<file path="config.mk">
export PLATFORM = sky130hd
export DESIGN_NAME = link_check_controller_flat
export DESIGN_NICKNAME = d
export VERILOG_FILES = /design/src/pkg/content_protect_link_check_pkg.sv /design/src/pkg/link_check_if.sv /design/src/hdl/link_check_controller.sv /design/src/flat_wrapper.sv
export VERILOG_INCLUDE_DIRS = /design/src /design/src/pkg
export SDC_FILE = /design/constraint.sdc
export NUM_CORES = 1
export LEC_CHECK = 0
export BUFFER_PORTS_ARGS = -buffer_cell sky130_fd_sc_hd__buf_2
export CAP_MARGIN = 30
export CORE_ASPECT_RATIO = 0.9
export CORE_MARGIN = 2
export CORE_UTILIZATION = 55
export DETAILED_ROUTE_END_ITERATION = 8
export PLACE_DENSITY_LB_ADDON = 0.2
export SYNTH_ARGS = -nofsm -noshare
export SYNTH_HDL_FRONTEND = slang
export SYNTH_SLANG_ARGS = --single-unit
</file>
<file path="constraint.sdc">
create_clock -name clk -period 4.5 [get_ports clk]
set_input_delay 0.675 -clock clk [delete_from_list [all_inputs] [get_ports clk]]
set_output_delay 0.675 -clock clk [all_outputs]
set_load 0.03 [all_outputs]
</file>
<file path="src/pkg/content_protect_link_check_defines.svh">
// Offsets, field positions, reset values and counts for the link check ends
`ifndef CONTENT_PROTECT_LINK_CHECK_DEFINES_SVH
`define CONTENT_PROTECT_LINK_CHECK_DEFINES_SVH

`define CHECK_W          16
`define DATA_W           8
`define FRAME_CNT_W      4
`define FRAME_CNT_LAST   4'hf
`define FRAME_CNT_ONE    4'h1
`define KEY_SEED         16'hace1
`define KEY_TAPS         16'hb400
`define MISMATCH_LIMIT   2'h2
`define MISMATCH_ONE     2'h1
`define LOW_VALUE_BYTE   8'h00

`define ADDR_W           8
`define OFF_CTRL         8'h00
`define OFF_STATUS       8'h04
`define OFF_IRQ_STAT     8'h08
`define OFF_IRQ_MASK     8'h0c
`define OFF_CHECK        8'h10
`define OFF_RX_CHECK     8'h14

`define CTRL_W           8
`define CTRL_RESET       8'h00
`define CTRL_CHECK_ON    0
`define CTRL_ENC_ON      1
`define CTRL_RESTART     2
`define CTRL_PIN1_ROLE   3
`define CTRL_PIN0_ROLE   4
`define CTRL_REPEATER    5
`define CTRL_VIDEO_OVR   6
`define CTRL_AUDIO_OVR   7

`define IRQ_W            6
`define IRQ_RESET        6'h00
`define IRQ_PASS         0
`define IRQ_FAIL         1
`define IRQ_AUTH_BEGUN   2
`define IRQ_ENC_CHANGE   3
`define IRQ_NEW_DEVICE   4
`define IRQ_MISMATCH     5

`endif

</file>
<file path="src/pkg/content_protect_link_check_pkg.sv">
// Types shared by the serializer end and the controller end
package content_protect_link_check_pkg;

  typedef enum logic [1:0] {
    DEV_WAIT_AUTH = 2'b00,
    DEV_AUTHED    = 2'b01,
    DEV_ENCRYPT   = 2'b10
  } dev_state_t;

  typedef enum logic [2:0] {
    CTL_IDLE       = 3'b000,
    CTL_COMPARE    = 3'b001,
    CTL_FAIL       = 3'b010,
    CTL_PROT_RESET = 3'b011,
    CTL_AUTH_START = 3'b100
  } ctl_state_t;

  typedef struct packed {
    dev_state_t  state;
    logic [15:0] keyLfsr;
    logic [15:0] signature;
    logic [3:0]  frameCount;
    logic [15:0] checkValue;
    logic        checkUpdate;
    logic [7:0]  linkData;
    logic        linkValid;
  } dev_regs_t;

  typedef struct packed {
    ctl_state_t  state;
    logic [7:0]  ctrl;
    logic [5:0]  irqStat;
    logic [5:0]  irqMask;
    logic        irq;
    logic [1:0]  mismatchCount;
    logic        failed;
    logic [15:0] lastCheck;
    logic [15:0] lastRxCheck;
    logic        protReset;
    logic        authStart;
    logic        fromRepeater;
    logic        clearAuthBegun;
    logic        repeaterWrite;
    logic        repeaterDone;
    logic        rxPowerDown;
    logic        newDeviceSet;
    logic        prevAuthBegun;
    logic        prevPin1;
    logic        prevPin0;
    logic        wbAck;
    logic [31:0] wbDat;
  } ctl_regs_t;

endpackage

</file>
<file path="src/pkg/link_check_if.sv">
// Control channel between the controller and the serializer
`timescale 1ns/1ps
`include "content_protect_link_check_defines.svh"
interface link_check_if;
  logic                  encEnable;
  logic                  protReset;
  logic                  authStart;
  logic                  videoOverride;
  logic                  audioOverride;
  logic [`CHECK_W-1:0]   checkValue;
  logic                  checkUpdate;
  logic [1:0]            authState;

  modport device (
    input  encEnable,
    input  protReset,
    input  authStart,
    input  videoOverride,
    input  audioOverride,
    output checkValue,
    output checkUpdate,
    output authState
  );

  modport controller (
    output encEnable,
    output protReset,
    output authStart,
    output videoOverride,
    output audioOverride,
    input  checkValue,
    input  checkUpdate,
    input  authState
  );
endinterface

</file>
<file path="src/hdl/link_check_controller.sv">
// Controller end: check comparison, failure handling and repeater notification
//
// Operation
// - Serializer refreshes check value every sixteen frames
// - Serializer keeps encrypting the stream meanwhile
// - Controller reads both check values each period
// - Equal values pass, wait next period
// - Fail only after three consecutive mismatches; a pass clears the count
// - On failure mask stream with override bits
// - On failure clear encryption enable both ends
// - Cleared enable sends content in the clear
// - Restart: protection reset, then authentication start
// - New device sets flag and raises interrupt
// - Repeater authenticates only on upstream request
// - Receiver sets begun flag, drives pin one
// - Rising begun flag starts downstream, then clear
// - Pin zero follows receiver encryption enable
// - Set repeater bit, retry until acknowledged
// - Hold receiver powered down until repeater ready
// - All ends idle waiting for authentication
`timescale 1ns/1ps
`include "content_protect_link_check_defines.svh"
module link_check_controller (
  input  wire logic                clk,
  input  wire logic                reset,
  input  wire logic                ce,
  input  wire logic                wbCyc,
  input  wire logic                wbStb,
  input  wire logic                wbWe,
  input  wire logic [3:0]          wbSel,
  input  wire logic [`ADDR_W-1:0]  wbAdr,
  input  wire logic [31:0]         wbDatI,
  output logic      [31:0]         wbDatO,
  output logic                     wbAck,
  output logic                     irq,
  input  wire logic [`CHECK_W-1:0] rxCheckValue,
  output logic                     rxEncEnable,
  input  wire logic                authBegunFlag,
  input  wire logic                generalPin1,
  input  wire logic                generalPin0,
  output logic                     clearAuthBegun,
  output logic                     pin1RoleSelect,
  output logic                     pin0RoleSelect,
  output logic                     repeaterWrite,
  input  wire logic                repeaterAck,
  output logic                     rxPowerDown,
  input  wire logic                newDeviceSeen,
  output logic                     newDeviceSet,
  link_check_if.controller         ser
);
  content_protect_link_check_pkg::ctl_regs_t r;
  content_protect_link_check_pkg::ctl_regs_t n;

  logic               access;
  logic               wrCtrl;
  logic [`IRQ_W-1:0]  irqSet;
  logic [`IRQ_W-1:0]  irqClr;
  logic               authRise;

  always_comb begin
    n = r;
    irqSet = '0;
    irqClr = '0;
    n.protReset = 1'b0;
    n.authStart = 1'b0;
    n.clearAuthBegun = 1'b0;
    n.newDeviceSet = 1'b0;
    n.prevAuthBegun = authBegunFlag;
    n.prevPin1 = generalPin1;
    n.prevPin0 = generalPin0;

    // Bus slave: one wait state, ack for one cycle, unmapped reads as zero
    access = wbCyc && wbStb && !r.wbAck;
    // Writes land on the edge that sees ack, as a classic master expects
    wrCtrl = wbCyc && wbStb && r.wbAck && wbWe && wbSel[0] && (wbAdr == `OFF_CTRL);
    n.wbAck = access;
    n.wbDat = '0;
    if (access && !wbWe) begin
      case (wbAdr)
        `OFF_CTRL:     n.wbDat = {24'h000000, r.ctrl};
        `OFF_STATUS:   n.wbDat = {28'h0000000, r.mismatchCount, r.failed, r.repeaterDone};
        `OFF_IRQ_STAT: n.wbDat = {26'h0000000, r.irqStat};
        `OFF_IRQ_MASK: n.wbDat = {26'h0000000, r.irqMask};
        `OFF_CHECK:    n.wbDat = {16'h0000, r.lastCheck};
        `OFF_RX_CHECK: n.wbDat = {16'h0000, r.lastRxCheck};
        default:       n.wbDat = '0;
      endcase
    end
    if (wrCtrl) begin
      n.ctrl = wbDatI[`CTRL_W-1:0];
      n.ctrl[`CTRL_RESTART] = 1'b0;
    end
    if (wbCyc && wbStb && r.wbAck && wbWe && wbSel[0] && wbAdr == `OFF_IRQ_STAT) begin
      irqClr = wbDatI[`IRQ_W-1:0];
    end
    if (wbCyc && wbStb && r.wbAck && wbWe && wbSel[0] && wbAdr == `OFF_IRQ_MASK) begin
      n.irqMask = wbDatI[`IRQ_W-1:0];
    end

    // Upstream request only; reset and new devices never start it
    authRise = (authBegunFlag && !r.prevAuthBegun) ||
               (r.ctrl[`CTRL_PIN1_ROLE] && generalPin1 && !r.prevPin1);

    case (r.state)
      content_protect_link_check_pkg::CTL_IDLE: begin
        if (ser.checkUpdate && r.ctrl[`CTRL_CHECK_ON] && r.ctrl[`CTRL_ENC_ON]) begin
          n.lastCheck = ser.checkValue;
          n.lastRxCheck = rxCheckValue;
          n.state = content_protect_link_check_pkg::CTL_COMPARE;
        end else if (wrCtrl && wbDatI[`CTRL_RESTART]) begin
          n.state = content_protect_link_check_pkg::CTL_PROT_RESET;
        end else if (authRise && r.ctrl[`CTRL_REPEATER] && r.repeaterDone) begin
          n.fromRepeater = 1'b1;
          n.state = content_protect_link_check_pkg::CTL_PROT_RESET;
        end
      end
      content_protect_link_check_pkg::CTL_COMPARE: begin
        if (r.lastCheck == r.lastRxCheck) begin
          n.mismatchCount = '0;
          irqSet[`IRQ_PASS] = 1'b1;
          n.state = content_protect_link_check_pkg::CTL_IDLE;
        end else if (r.mismatchCount == `MISMATCH_LIMIT) begin
          n.mismatchCount = '0;
          n.failed = 1'b1;
          irqSet[`IRQ_FAIL] = 1'b1;
          n.state = content_protect_link_check_pkg::CTL_FAIL;
        end else begin
          // Retry waits for the next period rather than rereading a stale value
          n.mismatchCount = r.mismatchCount + `MISMATCH_ONE;
          irqSet[`IRQ_MISMATCH] = 1'b1;
          n.state = content_protect_link_check_pkg::CTL_IDLE;
        end
      end
      content_protect_link_check_pkg::CTL_FAIL: begin
        n.ctrl[`CTRL_VIDEO_OVR] = 1'b1;
        n.ctrl[`CTRL_AUDIO_OVR] = 1'b1;
        n.ctrl[`CTRL_ENC_ON] = 1'b0;
        n.state = content_protect_link_check_pkg::CTL_PROT_RESET;
      end
      content_protect_link_check_pkg::CTL_PROT_RESET: begin
        n.protReset = 1'b1;
        n.state = content_protect_link_check_pkg::CTL_AUTH_START;
      end
      content_protect_link_check_pkg::CTL_AUTH_START: begin
        n.authStart = 1'b1;
        n.clearAuthBegun = r.fromRepeater;
        n.fromRepeater = 1'b0;
        n.state = content_protect_link_check_pkg::CTL_IDLE;
      end
      default: n.state = content_protect_link_check_pkg::CTL_IDLE;
    endcase

    // Repeater bit held asserted until the receiver acknowledges
    n.repeaterWrite = r.ctrl[`CTRL_REPEATER] && !r.repeaterDone && !repeaterAck;
    if (r.repeaterWrite && repeaterAck) begin
      n.repeaterDone = 1'b1;
    end
    if (!r.ctrl[`CTRL_REPEATER]) begin
      n.repeaterDone = 1'b0;
    end
    n.rxPowerDown = n.ctrl[`CTRL_REPEATER] && !n.repeaterDone;

    if (authRise) begin
      irqSet[`IRQ_AUTH_BEGUN] = 1'b1;
    end
    if (r.ctrl[`CTRL_PIN0_ROLE] && (generalPin0 != r.prevPin0)) begin
      irqSet[`IRQ_ENC_CHANGE] = 1'b1;
    end
    if (newDeviceSeen) begin
      n.newDeviceSet = 1'b1;
      irqSet[`IRQ_NEW_DEVICE] = 1'b1;
    end
    // Failure stays visible through the automatic restart until software restarts
    if (wrCtrl && wbDatI[`CTRL_RESTART]) begin
      n.failed = 1'b0;
    end

    // Set beats clear so an event in the clearing cycle is kept
    n.irqStat = (r.irqStat & ~irqClr) | irqSet;
    n.irq = |(n.irqStat & n.irqMask);
  end

  always_ff @(posedge clk) begin
    if (reset) begin
      r.state <= content_protect_link_check_pkg::CTL_IDLE;
      r.ctrl <= `CTRL_RESET;
      r.irqStat <= `IRQ_RESET;
      r.irqMask <= `IRQ_RESET;
      r.irq <= 1'b0;
      r.mismatchCount <= '0;
      r.failed <= 1'b0;
      r.lastCheck <= '0;
      r.lastRxCheck <= '0;
      r.protReset <= 1'b0;
      r.authStart <= 1'b0;
      r.fromRepeater <= 1'b0;
      r.clearAuthBegun <= 1'b0;
      r.repeaterWrite <= 1'b0;
      r.repeaterDone <= 1'b0;
      r.rxPowerDown <= 1'b0;
      r.newDeviceSet <= 1'b0;
      r.prevAuthBegun <= 1'b0;
      r.prevPin1 <= 1'b0;
      r.prevPin0 <= 1'b0;
      r.wbAck <= 1'b0;
      r.wbDat <= '0;
    end else if (ce) begin
      r <= n;
    end
  end

  assign wbDatO = r.wbDat;
  assign wbAck = r.wbAck;
  assign irq = r.irq;
  assign rxEncEnable = r.ctrl[`CTRL_ENC_ON];
  assign pin1RoleSelect = r.ctrl[`CTRL_PIN1_ROLE];
  assign pin0RoleSelect = r.ctrl[`CTRL_PIN0_ROLE];
  assign clearAuthBegun = r.clearAuthBegun;
  assign repeaterWrite = r.repeaterWrite;
  assign rxPowerDown = r.rxPowerDown;
  assign newDeviceSet = r.newDeviceSet;
  assign ser.encEnable = r.ctrl[`CTRL_ENC_ON];
  assign ser.videoOverride = r.ctrl[`CTRL_VIDEO_OVR];
  assign ser.audioOverride = r.ctrl[`CTRL_AUDIO_OVR];
  assign ser.protReset = r.protReset;
  assign ser.authStart = r.authStart;
endmodule

</file>
<file path="src/flat_wrapper.sv">
// flat-port wrapper written by rule: the top's interface ports become plain ports
module link_check_controller_flat 
  (clk, reset, ce, wbCyc, wbStb, wbWe, wbSel, wbAdr, wbDatI, wbDatO, wbAck, irq, rxCheckValue, rxEncEnable, authBegunFlag, generalPin1, generalPin0, clearAuthBegun, pin1RoleSelect, pin0RoleSelect, repeaterWrite, repeaterAck, rxPowerDown, newDeviceSeen, newDeviceSet, ser_encEnable, ser_protReset, ser_authStart, ser_videoOverride, ser_audioOverride, ser_checkValue, ser_checkUpdate, ser_authState);
  link_check_if ser_i ();
  input  wire logic clk;
  input  wire logic reset;
  input  wire logic ce;
  input  wire logic wbCyc;
  input  wire logic wbStb;
  input  wire logic wbWe;
  input  wire logic [3:0] wbSel;
  input  wire logic [`ADDR_W-1:0] wbAdr;
  input  wire logic [31:0] wbDatI;
  output logic      [31:0] wbDatO;
  output logic wbAck;
  output logic irq;
  input  wire logic [`CHECK_W-1:0] rxCheckValue;
  output logic rxEncEnable;
  input  wire logic authBegunFlag;
  input  wire logic generalPin1;
  input  wire logic generalPin0;
  output logic clearAuthBegun;
  output logic pin1RoleSelect;
  output logic pin0RoleSelect;
  output logic repeaterWrite;
  input  wire logic repeaterAck;
  output logic rxPowerDown;
  input  wire logic newDeviceSeen;
  output logic newDeviceSet;
  output wire logic [$bits(ser_i.encEnable)-1:0] ser_encEnable;
  output wire logic [$bits(ser_i.protReset)-1:0] ser_protReset;
  output wire logic [$bits(ser_i.authStart)-1:0] ser_authStart;
  output wire logic [$bits(ser_i.videoOverride)-1:0] ser_videoOverride;
  output wire logic [$bits(ser_i.audioOverride)-1:0] ser_audioOverride;
  input wire logic [$bits(ser_i.checkValue)-1:0] ser_checkValue;
  input wire logic [$bits(ser_i.checkUpdate)-1:0] ser_checkUpdate;
  input wire logic [$bits(ser_i.authState)-1:0] ser_authState;
  assign ser_encEnable = ser_i.encEnable;
  assign ser_protReset = ser_i.protReset;
  assign ser_authStart = ser_i.authStart;
  assign ser_videoOverride = ser_i.videoOverride;
  assign ser_audioOverride = ser_i.audioOverride;
  assign ser_i.checkValue = ser_checkValue;
  assign ser_i.checkUpdate = ser_checkUpdate;
  assign ser_i.authState = ser_authState;
  link_check_controller u_core (.clk(clk), .reset(reset), .ce(ce), .wbCyc(wbCyc), .wbStb(wbStb), .wbWe(wbWe), .wbSel(wbSel), .wbAdr(wbAdr), .wbDatI(wbDatI), .wbDatO(wbDatO), .wbAck(wbAck), .irq(irq), .rxCheckValue(rxCheckValue), .rxEncEnable(rxEncEnable), .authBegunFlag(authBegunFlag), .generalPin1(generalPin1), .generalPin0(generalPin0), .clearAuthBegun(clearAuthBegun), .pin1RoleSelect(pin1RoleSelect), .pin0RoleSelect(pin0RoleSelect), .repeaterWrite(repeaterWrite), .repeaterAck(repeaterAck), .rxPowerDown(rxPowerDown), .newDeviceSeen(newDeviceSeen), .newDeviceSet(newDeviceSet), .ser(ser_i));
endmodule
</file>
# Word level (Yosys, flattened, before mapping)
# Index checks and enable logic that the tools add are counted.
# totals
input_bits,90
word_cells,128
regBits,102
# op_classes
n_reduce_logical,44
n_bitwise,4
mux,38
add_sub_neg,1
eq_ne,17
# op_table
operator,n
$pmux W16 S6,1
$mux W32,1
$logic_and A1 B1 Y1,22
$mux W1,22
$eq A16 B16 Y1,1
$eq A8 B4 Y1 const B,2
$eq A8 B5 Y1 const B,2
$and A6 B6 Y6,2
$mux W2,6
$mux W6,2
$pmux W3 S4,1
$mux W3,3
$eq A8 B3 Y1 const B,1
$logic_not A8 Y1,1
$mux W8,1
$reduce_and A2 Y1,4
$reduce_bool A2 Y1,4
$logic_not A1 Y1,7
$eq A3 B2 Y1 const B,2
$not A6 Y6,1
$or A6 B6 Y6,1
$reduce_or A6 Y1,1
$reduce_and A5 Y1,1
$ne A2 B1 Y1 const B,2
12 further kinds,13

# Longest topological paths before layout
# depth
depth_word,11
depth_mapped,9
ltp_nobuf,6

# Worst setup path after synthesis
# OpenSTA, ideal clock, no wires.
# synth_timing
kind,input port to flip-flop
from,input port wbAdr[7]
to,"register, netlist name u_core.irq"
cell_stages,5
arrival_time_ns,2.332
slack_ns,2.032
path_buffers,0
cell_sequence,or4_4 -> nor4_4 -> mux2_2 -> a22oi_1 -> a311oi_2
# synth_via
elab_chain_len,8
# synth_lines
item,line,rtl
start: declaration,flat_wrapper.sv:12,input wire logic [`ADDR_W-1:0] wbAdr;
$eq A8 B4 Y1 (no source line),n/a,
$logic_and A1 B1 Y1 (no source line),n/a,
$mux W6,link_check_controller.sv:93,if (wbCyc && wbStb && r.wbAck && wbWe && wbSel[0] && wbAdr == `OFF_IRQ_STAT) begin
$not A6 Y6,link_check_controller.sv:179,n.irqStat = (r.irqStat & ~irqClr) | irqSet;
$and A6 B6 Y6,link_check_controller.sv:179,
$or A6 B6 Y6,link_check_controller.sv:179,
$and A6 B6 Y6 (*),link_check_controller.sv:180,n.irq = |(n.irqStat & n.irqMask);
$reduce_or A6 Y1 (*),link_check_controller.sv:180,
# Mark *: on every way between the ends. The rest lies on a longest branch, timed or not.
# A chain may end at the register's enable or synchronous reset.

# Final worst setup path
# layout_timing
from,input port wbAdr[2]
to,"register, netlist name u_core.irq"
# layout_via
elab_chain_len,8
# layout_lines
item,line
$eq A8 B4 Y1 (no source line),n/a
$logic_and A1 B1 Y1 (no source line),n/a
$mux W6,link_check_controller.sv:93
$not A6 Y6,link_check_controller.sv:179
$and A6 B6 Y6,link_check_controller.sv:179
$or A6 B6 Y6,link_check_controller.sv:179
$and A6 B6 Y6 (*),link_check_controller.sv:180
$reduce_or A6 Y1 (*),link_check_controller.sv:180
# Marks and branches as above.

==> impl_metrics.py <==
metrics = {
    "outcome": {
        "outcome": "finished, final reports clean",
    },
    "synth": {
        "synth_top_cell_area_share_pct": 39.6,
        "synth_area_sq_um": 4350,
        "synth-warning-count": 0,
        "yosys-top-cells-area": "dfxtp_1 40%, nand2_1 8.5%, a21oi_1 6.4%, buf_4 5.7%, nor2_1 4.2%",
        "synth-edff-count": 0,
        "async_flop_share_pct": 0,
        "avgSynthCellArea_sq_um": 8.27,
        "syn-instance-count": 526,
        "synth_ff_type": "dfxtp_1",
        "ys_ff_latch": 86,
        "yosysTopAreaCell": "dfxtp_1",
        "yosysSeqAreaShare_pct": 39.6,
        "ys_types": 52,
    },
    "power": {
        "leakage_nw": 1.88,
        "powerDensity_nw_per_um2": 308,
        "ir_worst_vdd_mv": 0.152,
    },
    "cells_and_area": {
        "num-fill-cells": 687,
        "largest_reg_flops": 57,
        "top_register": "u_core.r",
        "final_common_cell": "nand2_1",
        "num_antenna_cells": 0,
        "fin_cells": 684,
        "fin_util_pct": 63.8,
        "layout-drive-gt1-share_pct": 23.6,
        "areaGrowthSynthToFinish_pct": 11.8,
        "final_cell_mix": "98 x nand2_1, 90 x buf_2, 86 x dfxtp_1, 56 x a21oi_1, 49 x nor2_1",
        "finalNetCount": 674,
    },
    "worst_setup_path": {
        "ff2ff_path_depth": 5,
        "timing.rr.end": "u_core.irq",
        "crit_path_start_kind": "input port",
        "cpPeakStageDelay_ns": 0.70,
        "endpoint_kind": "flop",
        "crit_arrival_ns": 3.06,
        "path_class": "in2reg",
        "reg2reg_from": "u_core.wbAck",
        "required_ns": 4.72,
        "crit_slowest_cell": "nor4_4",
        "cp_max_fo": 31,
        "rrSetupSlack_ns": 2.13,
        "path_cells": "buf_2 > nand4_1 > nor4_4 > mux2_2 > a22oi_1 > a311oi_2",
    },
    "drt": {
        "initialDrtViolationCount": 290,
        "vias": 3896,
        "avgRoutedWirePerCell_um": 15.3,
        "via_per_inst": 5.70,
        "routed_wl_mm": 10.4,
        "drt_first_pass_iters": 5,
        "drtAntennaViolNets": 0,
        "drc_errors": 0,
    },
    "clock_tree": {
        "htreeDepth": 3,
        "cts_made_buffers": 9,
        "path_clk_slew_ns": 0.08,
        "cts_setup_buffers": 0,
        "holdBufCountCts": 0,
        "cts_sinks": 86,
        "cts_tree": "done",
        "insertion_delay_ns": 0.36,
        "cts_buffer_depth": 2,
        "clk_root_buffer_cell": "clkbuf_8",
        "cts_resized": 0,
    },
    "min_path": {
        "worstHoldStart": "u_core.r[92]",
        "whs_endpoint": "u_core.r[92]",
        "hold_depth": 2,
        "holdCritPathClass": "reg2reg",
    },
    "die": {
        "initial_core_util_pct": 57.1,
        "coreArea_sq_um": 7620,
        "die_h_um": 88.4,
        "die_x_um": 97.8,
        "row_count": 30,
        "die_area_sq_um": 8640,
        "io_pins": 136,
    },
    "global_route": {
        "grt_pass1_wl_mm": 16.7,
        "grt_pass1_vias": 3379,
        "grt_start_max_net_pins": 49,
        "track_usage_pct": 24.2,
        "grt.overflow.total": 0,
        "grt_antenna_before_repair": 0,
    },
    "placement": {
        "port_buffers": 90,
        "dp_hpwl_mm": 7.57,
        "gp_congestion": 0.920,
        "numPlacedInstances": 668,
    },
    "timing": {
        "finalSetupViolCount": 0,
        "min_period_ns": 2.84,
        "finalSetupTns_ns": 0,
        "tightest_slew_ns": 0.861,
        "finalHoldViolCount": 0,
        "fmax_mhz": 352,
        "clock_skew_ns": 0.0147,
        "post-route-period-util_pct": 63.1,
        "relSlewSlack_pct": 42.2,
        "rsz0062_at_grt": "false",
        "finalMaxSlewViolations": 0,
    },
    "flow_run": {
        "cap_viol_max_count": 0,
    },
}
-- cells in the mapped netlist (3+ instances only) --
cell type  count
mux2i_1       15
mux4_2         3
xnor2_1       16
nand3b_1       3
clkbuf_1      21
buf_1          4
nor3b_1        3
a21oi_1       56
nor2b_1        4
nor2_1        49
dfxtp_1       86
o21ai_0        5
nand2_1       98
o2bb2ai_1      5
nand3_1       13
mux2_2        12
nor4_4         3
nor3_1         7
nand4_1        6
a31oi_1        4
inv_1          6
buf_4         33
and3_1         6
a22oi_1       24
o22ai_1        4
-- worst max-delay path: cells and delay by family --
kind	cells	cell delay [ns]
buf+inv	1	0.60
simple gates	2	0.96
mux	1	0.44
compound gates	2	0.38
-- through the flow --
step	power [mW]	area (sq um)	hold WS (ns)	setup slack, ns
after floorplan	0.889	4410	0.437	2.03
after global placement	0.921	4610	0.451	1.35
after detailed placement	0.926	4630	0.454	1.30
after CTS	1.50	4840	0.463	1.67
after global routing	1.56	4860	0.487	1.49
final	1.50	4860	0.464	1.66
-- per-layer routing --
| metal | track usage (%) | wire length, um | vias to the layer above |
|---|---|---|---|
| met3 | 3.63 | 742 | 22 |
| li1 | - | - | 1896 |
| met4 | 9.09 | 202 | 0 |
| met2 | 35.4 | 4460 | 169 |
| met1 | 36.4 | 5040 | 1809 |
| met5 | 0 | 0 | - |
-- worst max-delay path by stage --
stage                     startpoint         end  depth (start not counted)
after floorplan             wbAdr[7]  u_core.irq                          5
after global placement      wbAdr[2]  u_core.irq                          6
final                       wbAdr[2]  u_core.irq                          6
after CTS                   wbAdr[2]  u_core.irq                          6
after detailed placement    wbAdr[2]  u_core.irq                          6
after global routing        wbAdr[2]  u_core.irq                          6
-- cell families (layout without fill, tap and decap cells) --
kind of cell    count (synthesis)  count (layout)  synth area share (%)
compound gates                114             114                  16.4
buf+inv                        70             117                  9.75
flops                          86              86                  39.6
mux                            30              30                  8.11
xor+xnor                       17              17                  3.42
simple gates                  208             208                  22.6
other cells                     1              16                0.0862
-- area by class of cell --
class / count / area, sq um / share of cell area, %
Sequential cell: 86 / 1720 / 35.4
Timing Repair Buffer: 96 / 526 / 10.8
Tap cell: 96 / 120 / 2.47
Multi-Input combinational cell: 385 / 2260 / 46.5
Clock buffer: 10 / 128 / 2.62
Inverter: 6 / 22.5 / 0.463
Clock inverter: 5 / 83.8 / 1.72
-- power breakdown --
group,switching [mW],total [mW],internal (mW)
registers,0.00681,0.775,0.768
logic,0.0878,0.135,0.0473
clock network,0.277,0.589,0.312
total,0.372,1.50,1.13
Power figures use the tool's default switching activity.
